### src/host_port_regs.svh
// constants for the shared-bus host port and the configuration rom pins
`ifndef HOST_PORT_REGS_SVH
`define HOST_PORT_REGS_SVH
`define CLK_PERIOD_PS        32'd8000
`define ROM_PERIOD_SLOW_PS   32'd4000000
`define ROM_PERIOD_FAST_PS   32'd800000
`define ROM_HALF_SLOW        ((`ROM_PERIOD_SLOW_PS / `CLK_PERIOD_PS) / 32'd2)
`define ROM_HALF_FAST        ((`ROM_PERIOD_FAST_PS / `CLK_PERIOD_PS) / 32'd2)
`define SPEED_25MHZ          2'h3
`define SPEED_125MHZ         2'h0
`define ADDR_LSB             2
`define ADDR_MSB             7
`define BE_LSB               12
`define BE_MSB               15
`define ROM_BITS             6'd32
`endif

### src/host_port_pkg.sv
// types used by the controller end of the host port
package host_port_pkg;
    typedef enum logic [1:0] {ACC_IDLE, ACC_ADDR, ACC_WRITE, ACC_READ} acc_kind_t;
endpackage

### src/host_port_if.sv
// shared bus, strobes and rom pins between host and controller
`timescale 1ns/10ps
interface host_port_if;
    logic        chip_select_n;
    logic        write_strobe_n;
    logic        read_strobe_n;
    logic        cmd_type;
    logic [15:0] host_bus_o;
    logic        host_bus_oe;
    logic [15:0] dev_bus_o;
    logic        dev_bus_oe;
    logic        cfg_rom_clock;
    logic        cfg_rom_select;
    logic        cfg_rom_data_o;
    logic        cfg_rom_data_oe;
    logic        cfg_rom_data_i;
    logic        rom_clock_pull;
    logic        rom_data_pull;
    logic        link_led_zero;
    logic        led_pull;
    modport host (output chip_select_n, write_strobe_n, read_strobe_n, cmd_type,
                  host_bus_o, host_bus_oe, input dev_bus_o, dev_bus_oe);
    modport dev (input chip_select_n, write_strobe_n, read_strobe_n, cmd_type,
                 host_bus_o, host_bus_oe, rom_clock_pull, rom_data_pull, led_pull,
                 cfg_rom_data_i,
                 output dev_bus_o, dev_bus_oe, cfg_rom_clock, cfg_rom_select,
                 cfg_rom_data_o, cfg_rom_data_oe, link_led_zero);
endinterface

### src/host_port_dev.sv
// controller end: bus decode, register file, straps and rom serial engine
`timescale 1ns/10ps
`include "host_port_regs.svh"
module host_port_dev #(
    parameter int NREG = 64
) (
    input  wire logic  core_clk_i,        // 125 MHz clock
    input  wire logic  sys_rst_i,         // sync reset, high
    host_port_if.dev   bus,               // shared bus and rom pins
    input  wire logic [1:0] bus_speed_i,  // onchip_bus_speed_ctrl field
    input  wire logic  rom_start_i,       // start one rom transfer
    input  wire logic [31:0] rom_word_i,  // word shifted out to rom
    output logic       rom_busy_o,        // rom transfer in progress
    output logic [31:0] rom_rdata_o,      // word shifted in from rom
    output logic       rom_present_o,     // strap: rom fitted
    output logic       big_endian_o,      // strap: byte order
    output logic       bus_is16_o,        // strap: 16-bit host bus
    output logic [7:0] last_addr_o,       // last decoded address
    output logic [3:0] last_be_o          // last byte enables
);
    logic [15:0] regs [NREG];
    logic [7:0]  addr;
    logic [3:0]  be;
    logic        in_reset;
    logic        wr_q;
    logic        rd_q;
    logic [31:0] half_cnt;
    logic [5:0]  bit_cnt;
    logic [31:0] shreg;

    function automatic host_port_pkg::acc_kind_t decode(input logic cs_n, input logic wr_n,
                                                        input logic rd_n, input logic cmd);
        if (cs_n)
            return host_port_pkg::ACC_IDLE;
        else if (cmd && !wr_n)
            return host_port_pkg::ACC_ADDR;
        else if (!wr_n)
            return host_port_pkg::ACC_WRITE;
        else if (!rd_n)
            return host_port_pkg::ACC_READ;
        return host_port_pkg::ACC_IDLE;
    endfunction

    host_port_pkg::acc_kind_t kind;
    assign kind = decode(bus.chip_select_n, bus.write_strobe_n, bus.read_strobe_n,
                         bus.cmd_type);

    // straps sampled while reset is held, frozen after release
    always_ff @(posedge core_clk_i)
    begin
        in_reset <= sys_rst_i;
        if (sys_rst_i)
        begin
            rom_present_o <= bus.rom_data_pull;
            big_endian_o  <= bus.rom_clock_pull;
            bus_is16_o    <= bus.led_pull;
        end
    end

    // address phase latched every cycle chip select and the write strobe are low with cmd_type high
    always_ff @(posedge core_clk_i)
    begin
        wr_q <= sys_rst_i ? 1'b0 : (kind == host_port_pkg::ACC_WRITE);
        rd_q <= sys_rst_i ? 1'b0 : (kind == host_port_pkg::ACC_READ);
        if (sys_rst_i)
        begin
            addr <= 8'h00;
            be   <= 4'h0;
        end
        else if (kind == host_port_pkg::ACC_ADDR)
        begin
            if (bus_is16_o)
            begin
                addr <= {bus.host_bus_o[`ADDR_MSB:`ADDR_LSB], 2'h0};
                be   <= bus.host_bus_o[`BE_MSB:`BE_LSB];
            end
            else
            begin
                addr <= bus.host_bus_o[7:0];
                be   <= 4'h1;
            end
        end
    end

    // one write per strobe low edge; 8-bit mode writes the low byte only
    always_ff @(posedge core_clk_i)
    begin
        if (kind == host_port_pkg::ACC_WRITE && !wr_q)
        begin
            if (bus_is16_o)
                regs[addr[7:1] % NREG] <= bus.host_bus_o;
            else
                regs[addr[7:1] % NREG][7:0] <= bus.host_bus_o[7:0];
        end
    end

    always_ff @(posedge core_clk_i)
    begin
        if (sys_rst_i)
        begin
            bus.dev_bus_o  <= 16'h0000;
            bus.dev_bus_oe <= 1'b0;
        end
        else
        begin
            bus.dev_bus_oe <= (kind == host_port_pkg::ACC_READ);
            bus.dev_bus_o  <= bus_is16_o ? regs[addr[7:1] % NREG]
                                         : {8'h00, regs[addr[7:1] % NREG][7:0]};
        end
    end

    always_ff @(posedge core_clk_i)
    begin
        last_addr_o <= sys_rst_i ? 8'h00 : addr;
        last_be_o   <= sys_rst_i ? 4'h0 : be;
    end

    // rom serial engine: half period chosen by bus speed field
    logic [31:0] half_lim;
    assign half_lim = (bus_speed_i == `SPEED_25MHZ) ? `ROM_HALF_SLOW : `ROM_HALF_FAST;

    always_ff @(posedge core_clk_i)
    begin
        if (sys_rst_i)
        begin
            rom_busy_o        <= 1'b0;
            half_cnt          <= 32'd0;
            bit_cnt           <= 6'd0;
            shreg             <= 32'h0000_0000;
            rom_rdata_o       <= 32'h0000_0000;
            bus.cfg_rom_clock <= 1'b0;
            bus.cfg_rom_select <= 1'b0;
        end
        else if (!rom_busy_o)
        begin
            bus.cfg_rom_clock <= 1'b0;
            if (rom_start_i)
            begin
                rom_busy_o         <= 1'b1;
                bus.cfg_rom_select <= 1'b1;
                shreg              <= rom_word_i;
                bit_cnt            <= 6'd0;
                half_cnt           <= 32'd0;
            end
        end
        else if (half_cnt == half_lim - 32'd1)
        begin
            half_cnt          <= 32'd0;
            bus.cfg_rom_clock <= ~bus.cfg_rom_clock;
            if (bus.cfg_rom_clock)
            begin
                shreg   <= {shreg[30:0], bus.cfg_rom_data_i};
                bit_cnt <= bit_cnt + 6'd1;
                if (bit_cnt == `ROM_BITS - 6'd1)
                begin
                    rom_busy_o         <= 1'b0;
                    bus.cfg_rom_select <= 1'b0;
                    rom_rdata_o        <= {shreg[30:0], bus.cfg_rom_data_i};
                end
            end
        end
        else
            half_cnt <= half_cnt + 32'd1;
    end

    // rom data pin is an input in reset and the cycle after, an output while rom_busy_o delayed by one cycle; led pin high in reset, low after
    always_ff @(posedge core_clk_i)
    begin
        bus.cfg_rom_data_oe <= ~sys_rst_i & ~in_reset & rom_busy_o;
        bus.cfg_rom_data_o  <= shreg[31];
        bus.link_led_zero   <= sys_rst_i ? 1'b1 : 1'b0;
    end
endmodule

### src/flat_wrapper.sv
// flat-port wrapper written by rule: the top's interface ports become plain ports
module host_port_dev_flat 
#(
    parameter int NREG = 64
)
  (core_clk_i, sys_rst_i, bus_speed_i, rom_start_i, rom_word_i, rom_busy_o, rom_rdata_o, rom_present_o, big_endian_o, bus_is16_o, last_addr_o, last_be_o, bus_chip_select_n, bus_write_strobe_n, bus_read_strobe_n, bus_cmd_type, bus_host_bus_o, bus_host_bus_oe, bus_rom_clock_pull, bus_rom_data_pull, bus_led_pull, bus_cfg_rom_data_i, bus_dev_bus_o, bus_dev_bus_oe, bus_cfg_rom_clock, bus_cfg_rom_select, bus_cfg_rom_data_o, bus_cfg_rom_data_oe, bus_link_led_zero);
  host_port_if bus_i ();
  input  wire logic core_clk_i;
  input  wire logic sys_rst_i;
  input  wire logic [1:0] bus_speed_i;
  input  wire logic rom_start_i;
  input  wire logic [31:0] rom_word_i;
  output logic rom_busy_o;
  output logic [31:0] rom_rdata_o;
  output logic rom_present_o;
  output logic big_endian_o;
  output logic bus_is16_o;
  output logic [7:0] last_addr_o;
  output logic [3:0] last_be_o;
  input wire logic [$bits(bus_i.chip_select_n)-1:0] bus_chip_select_n;
  input wire logic [$bits(bus_i.write_strobe_n)-1:0] bus_write_strobe_n;
  input wire logic [$bits(bus_i.read_strobe_n)-1:0] bus_read_strobe_n;
  input wire logic [$bits(bus_i.cmd_type)-1:0] bus_cmd_type;
  input wire logic [$bits(bus_i.host_bus_o)-1:0] bus_host_bus_o;
  input wire logic [$bits(bus_i.host_bus_oe)-1:0] bus_host_bus_oe;
  input wire logic [$bits(bus_i.rom_clock_pull)-1:0] bus_rom_clock_pull;
  input wire logic [$bits(bus_i.rom_data_pull)-1:0] bus_rom_data_pull;
  input wire logic [$bits(bus_i.led_pull)-1:0] bus_led_pull;
  input wire logic [$bits(bus_i.cfg_rom_data_i)-1:0] bus_cfg_rom_data_i;
  output wire logic [$bits(bus_i.dev_bus_o)-1:0] bus_dev_bus_o;
  output wire logic [$bits(bus_i.dev_bus_oe)-1:0] bus_dev_bus_oe;
  output wire logic [$bits(bus_i.cfg_rom_clock)-1:0] bus_cfg_rom_clock;
  output wire logic [$bits(bus_i.cfg_rom_select)-1:0] bus_cfg_rom_select;
  output wire logic [$bits(bus_i.cfg_rom_data_o)-1:0] bus_cfg_rom_data_o;
  output wire logic [$bits(bus_i.cfg_rom_data_oe)-1:0] bus_cfg_rom_data_oe;
  output wire logic [$bits(bus_i.link_led_zero)-1:0] bus_link_led_zero;
  assign bus_i.chip_select_n = bus_chip_select_n;
  assign bus_i.write_strobe_n = bus_write_strobe_n;
  assign bus_i.read_strobe_n = bus_read_strobe_n;
  assign bus_i.cmd_type = bus_cmd_type;
  assign bus_i.host_bus_o = bus_host_bus_o;
  assign bus_i.host_bus_oe = bus_host_bus_oe;
  assign bus_i.rom_clock_pull = bus_rom_clock_pull;
  assign bus_i.rom_data_pull = bus_rom_data_pull;
  assign bus_i.led_pull = bus_led_pull;
  assign bus_i.cfg_rom_data_i = bus_cfg_rom_data_i;
  assign bus_dev_bus_o = bus_i.dev_bus_o;
  assign bus_dev_bus_oe = bus_i.dev_bus_oe;
  assign bus_cfg_rom_clock = bus_i.cfg_rom_clock;
  assign bus_cfg_rom_select = bus_i.cfg_rom_select;
  assign bus_cfg_rom_data_o = bus_i.cfg_rom_data_o;
  assign bus_cfg_rom_data_oe = bus_i.cfg_rom_data_oe;
  assign bus_link_led_zero = bus_i.link_led_zero;
  host_port_dev #(.NREG(NREG)) u_core (.core_clk_i(core_clk_i), .sys_rst_i(sys_rst_i), .bus(bus_i), .bus_speed_i(bus_speed_i), .rom_start_i(rom_start_i), .rom_word_i(rom_word_i), .rom_busy_o(rom_busy_o), .rom_rdata_o(rom_rdata_o), .rom_present_o(rom_present_o), .big_endian_o(big_endian_o), .bus_is16_o(bus_is16_o), .last_addr_o(last_addr_o), .last_be_o(last_be_o));
endmodule
### config.mk
export PLATFORM = sky130hd
export DESIGN_NAME = host_port_dev_flat
export DESIGN_NICKNAME = d
export VERILOG_FILES = /design/src/host_port_pkg.sv /design/src/host_port_if.sv /design/src/host_port_dev.sv /design/src/flat_wrapper.sv
export VERILOG_INCLUDE_DIRS = /design/src /design/src/src
export SDC_FILE = /design/constraint.sdc
export NUM_CORES = 1
export LEC_CHECK = 0
export ABC_CLOCK_PERIOD_IN_PS = 3700
export BUFFER_PORTS_ARGS = -buffer_cell sky130_fd_sc_hd__buf_2
export CORE_ASPECT_RATIO = 2
export CORE_MARGIN = 5
export CORE_UTILIZATION = 40
export DETAILED_ROUTE_END_ITERATION = 6
export MAX_ROUTING_LAYER = met4
export PLACE_DENSITY = 0.56
export SLEW_MARGIN = 20
export SYNTH_ARGS = -nofsm -noshare
export SYNTH_HDL_FRONTEND = slang
export SYNTH_SLANG_ARGS = --single-unit
### constraint.sdc
create_clock -name core_clk_i -period 3.7 [get_ports core_clk_i]
set_clock_uncertainty 0.2 [all_clocks]
set_input_delay 0 -clock core_clk_i [delete_from_list [all_inputs] [get_ports core_clk_i]]
set_output_delay 0 -clock core_clk_i [all_outputs]
set_load 0.05 [all_outputs]
==> results.txt, run 1 <==
Net count, final = 3,001
PD cells = 493 mW/mm^2
port buffer count = 130
number of global-route vias before repair = 25,500
fmax = 296 MHz
synthesized flop and latch total = 1,183
Post-DRT Antenna Nets = 0
Setup crit start = u_core.half_cnt[0]$_SDFFE_PP0P_
core area = 0.115 sq mm
max_cap viols = 0
die area = 0.122 sq mm
run status = complete, no violations
Synth async-reset ratio = 0%
Overflow after GRT = 0
worst hold path class = input port to flop
Via density = 5.58
required time worst endpoint = 4.10 ns
DRC Markers = 0
final setup fails = 0
drt total wl = 120,000 um
Iteration-0 DRC Markers = 2,401
worst-path fanout max = 32
fin crit period = 3.38 ns
pre-CTS WS = 0.593 ns
DP HPWL = 76,500 um
Syn. warnings = 0
TritonCTS clock tree = done
Post-CTS Resized = 0
worst setup path class = flop to flop
Die Height = 489 um
maximum VDD drop = 479 uV
postcts setup bufs = 0
CP endpoint kind = flop
Final Max Slew Viols = 0
routed vias = 25,300
Slew HR = 27.4%
fill cell count = 9,769
RR Startpoint = u_core.half_cnt[0]$_SDFFE_PP0P_
Die W = 250 um
Final Cycle Share = 91.4%
Post-CTS Hold Buffers = 130
Max clock buf depth = 3
Worst-Margin Slew = 1.09 ns
RePlAce Congestion = 0.859
TNS Setup = 0 ns
Post-Synthesis Cells = 2,497
register area share after synthesis = 73.9%
Worst-Skew Late Latency = 0.71 ns
Reg clk slew, reported paths = 0.07 ns
DR pass1 iterations = 7
clock sinks = 1,183
Final Hold Viols = 0
initial antenna violation count = 3
cell area after synthesis = 0.0459 sq mm
# H-tree levels = 3
CTS Buf Count = 105
GRT Total Usage = 19.9%
Core Util, Final = 47.5%
Worst Slack Setup Final = 0.319 ns
Root Driver = clkbuf_16
RSZ-0062 raised after global routing = false
worst path arrival time = 3.78 ns
initial core utilization = 40.1%
row cnt = 176
top_reg_cell synth = edfxtp_1
Synth Area per Inst = 18.4 sq um
Hold Startpoint = rom_start_i
I/O Pins = 132
first-pass GRT wire length = 176,000 um
Area growth syn-to-layout = 18.4%
layout cells sized above 1 = 26.7%
post-synthesis cell type count = 66
number of synthesized flops with an enable pin = 1,027
syn nets = 2,562
WL per Instance = 26.5 um
CP Launch Type = flop
pin count of the biggest net entering global routing = 99
Pleak = 17.4 nW
-- final cells by class --
type / instances / area, sq um / share of cell area (%)
flip-flops and latches: 1183 / 34000 / 62.4
clock inverters: 62 / 561 / 1.03
clock buffers: 132 / 2890 / 5.30
inverters: 18 / 67.6 / 0.124
multi-input cells: 1143 / 11200 / 20.6
well taps: 1513 / 1890 / 3.48
repair buffers: 485 / 3810 / 6.99
diodes: 1 / 2.50 / 0.00460
-- stage by stage --
| stage | total power [mW] | area, sq um | hold slack, ns | std cells |
|---|---|---|---|---|
| floorplan | 15.4 | 45900 | -0.172 | 2497 |
| global placement | 16.0 | 49700 | -0.0337 | 4212 |
| finish | 26.8 | 54400 | 0.0683 | 4537 |
| global route | 27.7 | 54400 | 0.0775 | 4536 |
| detailed placement | 16.0 | 49700 | -0.0266 | 4212 |
| CTS | 27.1 | 54400 | 0.0130 | 4536 |
-- cell families after synthesis --
family | Yosys count | share of synthesized area [%]
flops | 1183 | 73.9
simple gates | 518 | 5.41
mux | 371 | 15.1
compound gates | 244 | 3.66
buf+inv | 171 | 1.70
xor+xnor | 7 | 0.133
fa+ha+maj | 3 | 0.0817
-- flip-flops by register name, indices dropped and copies added (netlist names), 4 cells and up, named ones only --
signal and cells:
u_core.last_be_o 4, u_core.shreg 32, u_core.addr 8, u_core.regs 1024, u_core.half_cnt 32, u_core.rom_rdata_o 32, u_core.bit_cnt 6, u_core.be 4
u_core.bus.dev_bus_o 16, u_core.last_addr_o 8
-- power breakdown --
part | switching [mW] | internal (mW)
Combinational | 0.764 | 0.444
Clock | 4.92 | 6.09
Sequential | 0.0702 | 14.5
-- layer usage --
metal | part of all wire, % | up-vias | global-route usage [%]
li1 | - | 11000 | -
met1 | 43 | 13300 | 27.4
met2 | 49 | 877 | 31.6
met3 | 5.5 | 172 | 2.57
met4 | 2.5 | 0 | 5.63
met5 | 0 | - | -
-- layout by cell type (no fill, tap or decap), drive strengths merged, types with 13 or more instances in the layout --
cell type / netlist / layout
dfxtp: 156 / 156
buf: 76 / 355
edfxtp: 1027 / 1027
a31oi: 18 / 18
o22ai: 46 / 46
mux2: 13 / 13
nand3: 41 / 41
nor4: 19 / 19
clkinv: 1 / 48
clkbuf: 77 / 132
nor3: 50 / 50
nor2: 201 / 201
a21oi: 35 / 35
dlygate4sd3: 0 / 130
nand2: 91 / 91
nand4: 13 / 13
o21ai: 34 / 34
or3: 13 / 13
nand3b: 13 / 13
a211oi: 42 / 42
inv: 17 / 19
nor2b: 19 / 19
mux4: 256 / 256
mux2i: 102 / 102
-- final timing paths --
path                                        to  slack [ns]  cells after the start
max               u_core.shreg[6]$_SDFFE_PP0P_        0.32                      8
min            u_core.half_cnt[0]$_SDFFE_PP0P_        0.07                      5
max reg2reg       u_core.shreg[6]$_SDFFE_PP0P_        0.32                      8
min reg2reg  u_core.bus.cfg_rom_data_o$_DFF_P_        0.16                      0
-- worst max-delay path, stage by stage, from the launching register on --
cell and delay [ns]:
dfxtp_1 0.43, ha_1 0.20, nor4b_1 0.33, nand3_1 0.30, or4_1 0.60, nand2_1 0.10, buf_4 0.35, a211oi_1 0.15
dlygate4sd3_1 0.60
-- synthesized netlist by cell type (7+ instances only) --
| library cell | count | area [sq um] |
|---|---|---|
| edfxtp_1 | 1027 | 30800 |
| mux4_2 | 256 | 5770 |
| nor2_1 | 201 | 754 |
| dfxtp_1 | 156 | 3120 |
| mux2i_1 | 102 | 1020 |
| nand2_1 | 91 | 342 |
| clkbuf_1 | 77 | 289 |
| nor3_1 | 49 | 245 |
| o22ai_1 | 46 | 288 |
| a211oi_1 | 42 | 315 |
| buf_2 | 41 | 205 |
| nand3_1 | 41 | 205 |
| a21oi_1 | 35 | 175 |
| o21ai_0 | 34 | 170 |
| buf_4 | 24 | 180 |
| nor2b_1 | 19 | 119 |
| nor4_1 | 18 | 113 |
| a31oi_1 | 17 | 106 |
| inv_1 | 17 | 63.8 |
| mux2_2 | 13 | 146 |
| nand3b_1 | 13 | 97.6 |
| nand4_1 | 13 | 81.3 |
| or3_1 | 13 | 81.3 |
| buf_1 | 11 | 41.3 |
| o221ai_1 | 11 | 96.3 |
| and2_1 | 10 | 62.6 |
| and3_1 | 8 | 50.1 |
| o32a_1 | 8 | 80.1 |
| a22o_1 | 7 | 61.3 |
| and4_1 | 7 | 61.3 |
| nand2b_1 | 7 | 43.8 |
Power figures use the tool's default switching activity.
==> inputs of run 2 (changes only) <==
--- a/config.mk
+++ b/config.mk
@@ -10,10 +10,11 @@
 export BUFFER_PORTS_ARGS = -buffer_cell sky130_fd_sc_hd__buf_2
 export CORE_ASPECT_RATIO = 2
 export CORE_MARGIN = 5
-export CORE_UTILIZATION = 40
+export CORE_UTILIZATION = 60
 export DETAILED_ROUTE_END_ITERATION = 6
 export MAX_ROUTING_LAYER = met4
-export PLACE_DENSITY = 0.56
+export PLACE_DENSITY = 0.78
+export RECOVER_POWER = 50
 export SLEW_MARGIN = 20
 export SYNTH_ARGS = -nofsm -noshare
 export SYNTH_HDL_FRONTEND = slang
==> run 2 against run 1 <==
The flow now finishes with violations (capacitance limit, slew limit). Flip-flop and latch count is the same. Register-to-register slack barely moved. Fmax shrank 0.43%. Highest routed layer unchanged.
==> results.txt, run 2 (same netlist as run 1, synthesis figures left out) <==
run status = complete, but fails checks
failing checks = capacitance limit, slew limit
max_cap viols = 18 (+18)
layout cells sized above 1 = 22.2% (-4.5 points)
worst-path fanout max = 65 (+100%)
Final Cycle Share = 91.8% (+0.40 points)
CP endpoint kind = flop
initial antenna violation count = 0 (-3)
CP Launch Type = input port
Area growth syn-to-layout = 14.6%
# H-tree levels = 3 (unchanged)
port buffer count = 130 (unchanged)
Net count, final = 2,916 (-2.8%)
Overflow after GRT = 0 (unchanged)
I/O Pins = 132 (unchanged)
Root Driver = clkbuf_16
TNS Setup = 0 ns (unchanged)
final setup fails = 0 (unchanged)
RePlAce Congestion = 0.935 (+8.8%)
Final Max Slew Viols = 861 (+861)
Via density = 6.62 (+19%)
commonest non-fill, non-tap cell in the layout = edfxtp_1
fill cell count = 4,585 (-53%)
RSZ-0062 raised after global routing = false
PD cells = 497 mW/mm^2 (+0.80%)
first-pass GRT wire length = 178,000 um (+1.5%)
clock sinks = 1,183 (unchanged)
Die W = 206 um (-18%)
worst path arrival time = 3.79 ns (about the same)
Slew HR = -122% (-150 points)
Post-DRT Antenna Nets = 0 (unchanged)
worst setup path class = input port to flop
max reg flops = 1,024 (unchanged)
Iteration-0 DRC Markers = 2,890 (+20%)
DR pass1 iterations = 6 (-1)
leading cell types in the layout, fill and taps excluded = 1,027 x edfxtp_1, 256 x mux4_2, 201 x nor2_1, 155 x buf_4, 151 x dfxtp_1
Max clock buf depth = 3 (unchanged)
Final Hold Viols = 0 (unchanged)
Pleak = 16.5 nW (-5.2%)
number of global-route vias before repair = 27,100 (+6.3%)
CTS Buf Count = 95 (-9.5%)
routed vias = 26,200 (+3.3%)
worst hold path class = input port to flop
Pwr Total = 26.2 mW (-2.4%)
drt total wl = 121,000 um (+0.85%)
Worst-Skew Late Latency = 0.69 ns (-0.02 ns)
WL per Instance = 30.7 um (+16%)
GRT Total Usage = 30.6% (+11 points)
Worst-Margin Slew = 3.33 ns (+2.24 ns)
pin count of the biggest net entering global routing = 70 (-29%)
die area = 0.0825 sq mm (-32%)
fin crit period = 3.40 ns (+0.0147 ns)
Die Height = 401 um (-18%)
core area = 0.0760 sq mm (-34%)
TritonCTS clock tree = done
required time worst endpoint = 4.10 ns (about the same)
Reg clk slew, reported paths = 0.07 ns (about the same)
maximum VDD drop = 391 uV (-18%)
initial core utilization = 60.4% (+20 points)
DP HPWL = 77,800 um (+1.7%)
DRC Markers = 0 (unchanged)
fmax = 295 MHz (-0.43%)
row cnt = 143 (-19%)
==> run 2: worst paths after layout <==
path	start	endpoint	slack (ns)	cells after the start
worst max register to register	u_core.half_cnt[0]$_SDFFE_PP0P_	u_core.shreg[1]$_SDFFE_PP0P_	0.33	8
worst max-delay path	bus_host_bus_o[7]	u_core.addr[7]$_SDFFE_PP0P_	0.30	5
worst min register to register	u_core.shreg[31]$_SDFFE_PP0P_	u_core.bus.cfg_rom_data_o$_DFF_P_	0.18	0
worst min-delay path	rom_start_i	u_core.half_cnt[1]$_SDFFE_PP0P_	0.03	4
==> run 2: repair_timing <==
item / CTS / global route
endpoints found under the hold margin: 968 / 0
hold buffers: 103 / 0
resized for setup: 0 / 0
setup buffers: 0 / 0
==> run 2: layer usage <==
layer  vias up  global-route usage (%)  routed length [um]
li1      10800                       -                   -
met3       419                    5.01                8910
met2      1602                    51.0               64000
met4         0                    19.9               10200
met1     13300                    33.9               38100
met5         -                       -                   0
==> run 2: where the power goes <==
part           total, mW  internal, mW  switching [mW]
clock               10.4          5.72            4.66
combinational       1.17         0.402           0.772
sequential          14.6          14.6          0.0751
==> run 2: final cells by class <==
class                           count  area [sq um]  share of cell area, %
Sequential cell                  1183         34000                   64.5
Inverter                           18          67.6                  0.128
Clock buffer                      129          2700                   5.13
Multi-Input combinational cell   1143         11200                   21.3
Tap cell                         1015          1270                   2.41
Timing Repair Buffer              410          2950                   5.60
Antenna cell                        1          2.50                0.00475
Clock inverter                     50           482                  0.915
==> run 2: critical path, stage by stage <==
cell and delay (ns):
dlygate4sd3_1 0.54, clkbuf_1 2.17, nand2_1 0.16, dlygate4sd3_1 0.72, a21oi_1 0.15
==> run 2: per-stage QoR <==
| step | util [%] | cell area, sq um | cells | setup WS (ns) | hold WS [ns] |
|---|---|---|---|---|---|
| after global placement | 63.9 | 48600 | 3666 | 0.728 | -0.0313 |
| after global routing | 69.3 | 52700 | 3948 | 0.150 | 0.0593 |
| after detailed placement | 63.9 | 48600 | 3666 | 0.623 | -0.0241 |
| after floorplan | - | 45900 | 2497 | 1.04 | -0.172 |
| after CTS | 69.5 | 52800 | 3948 | 0.422 | 0.00464 |
| final | 69.3 | 52700 | 3949 | 0.305 | 0.0330 |
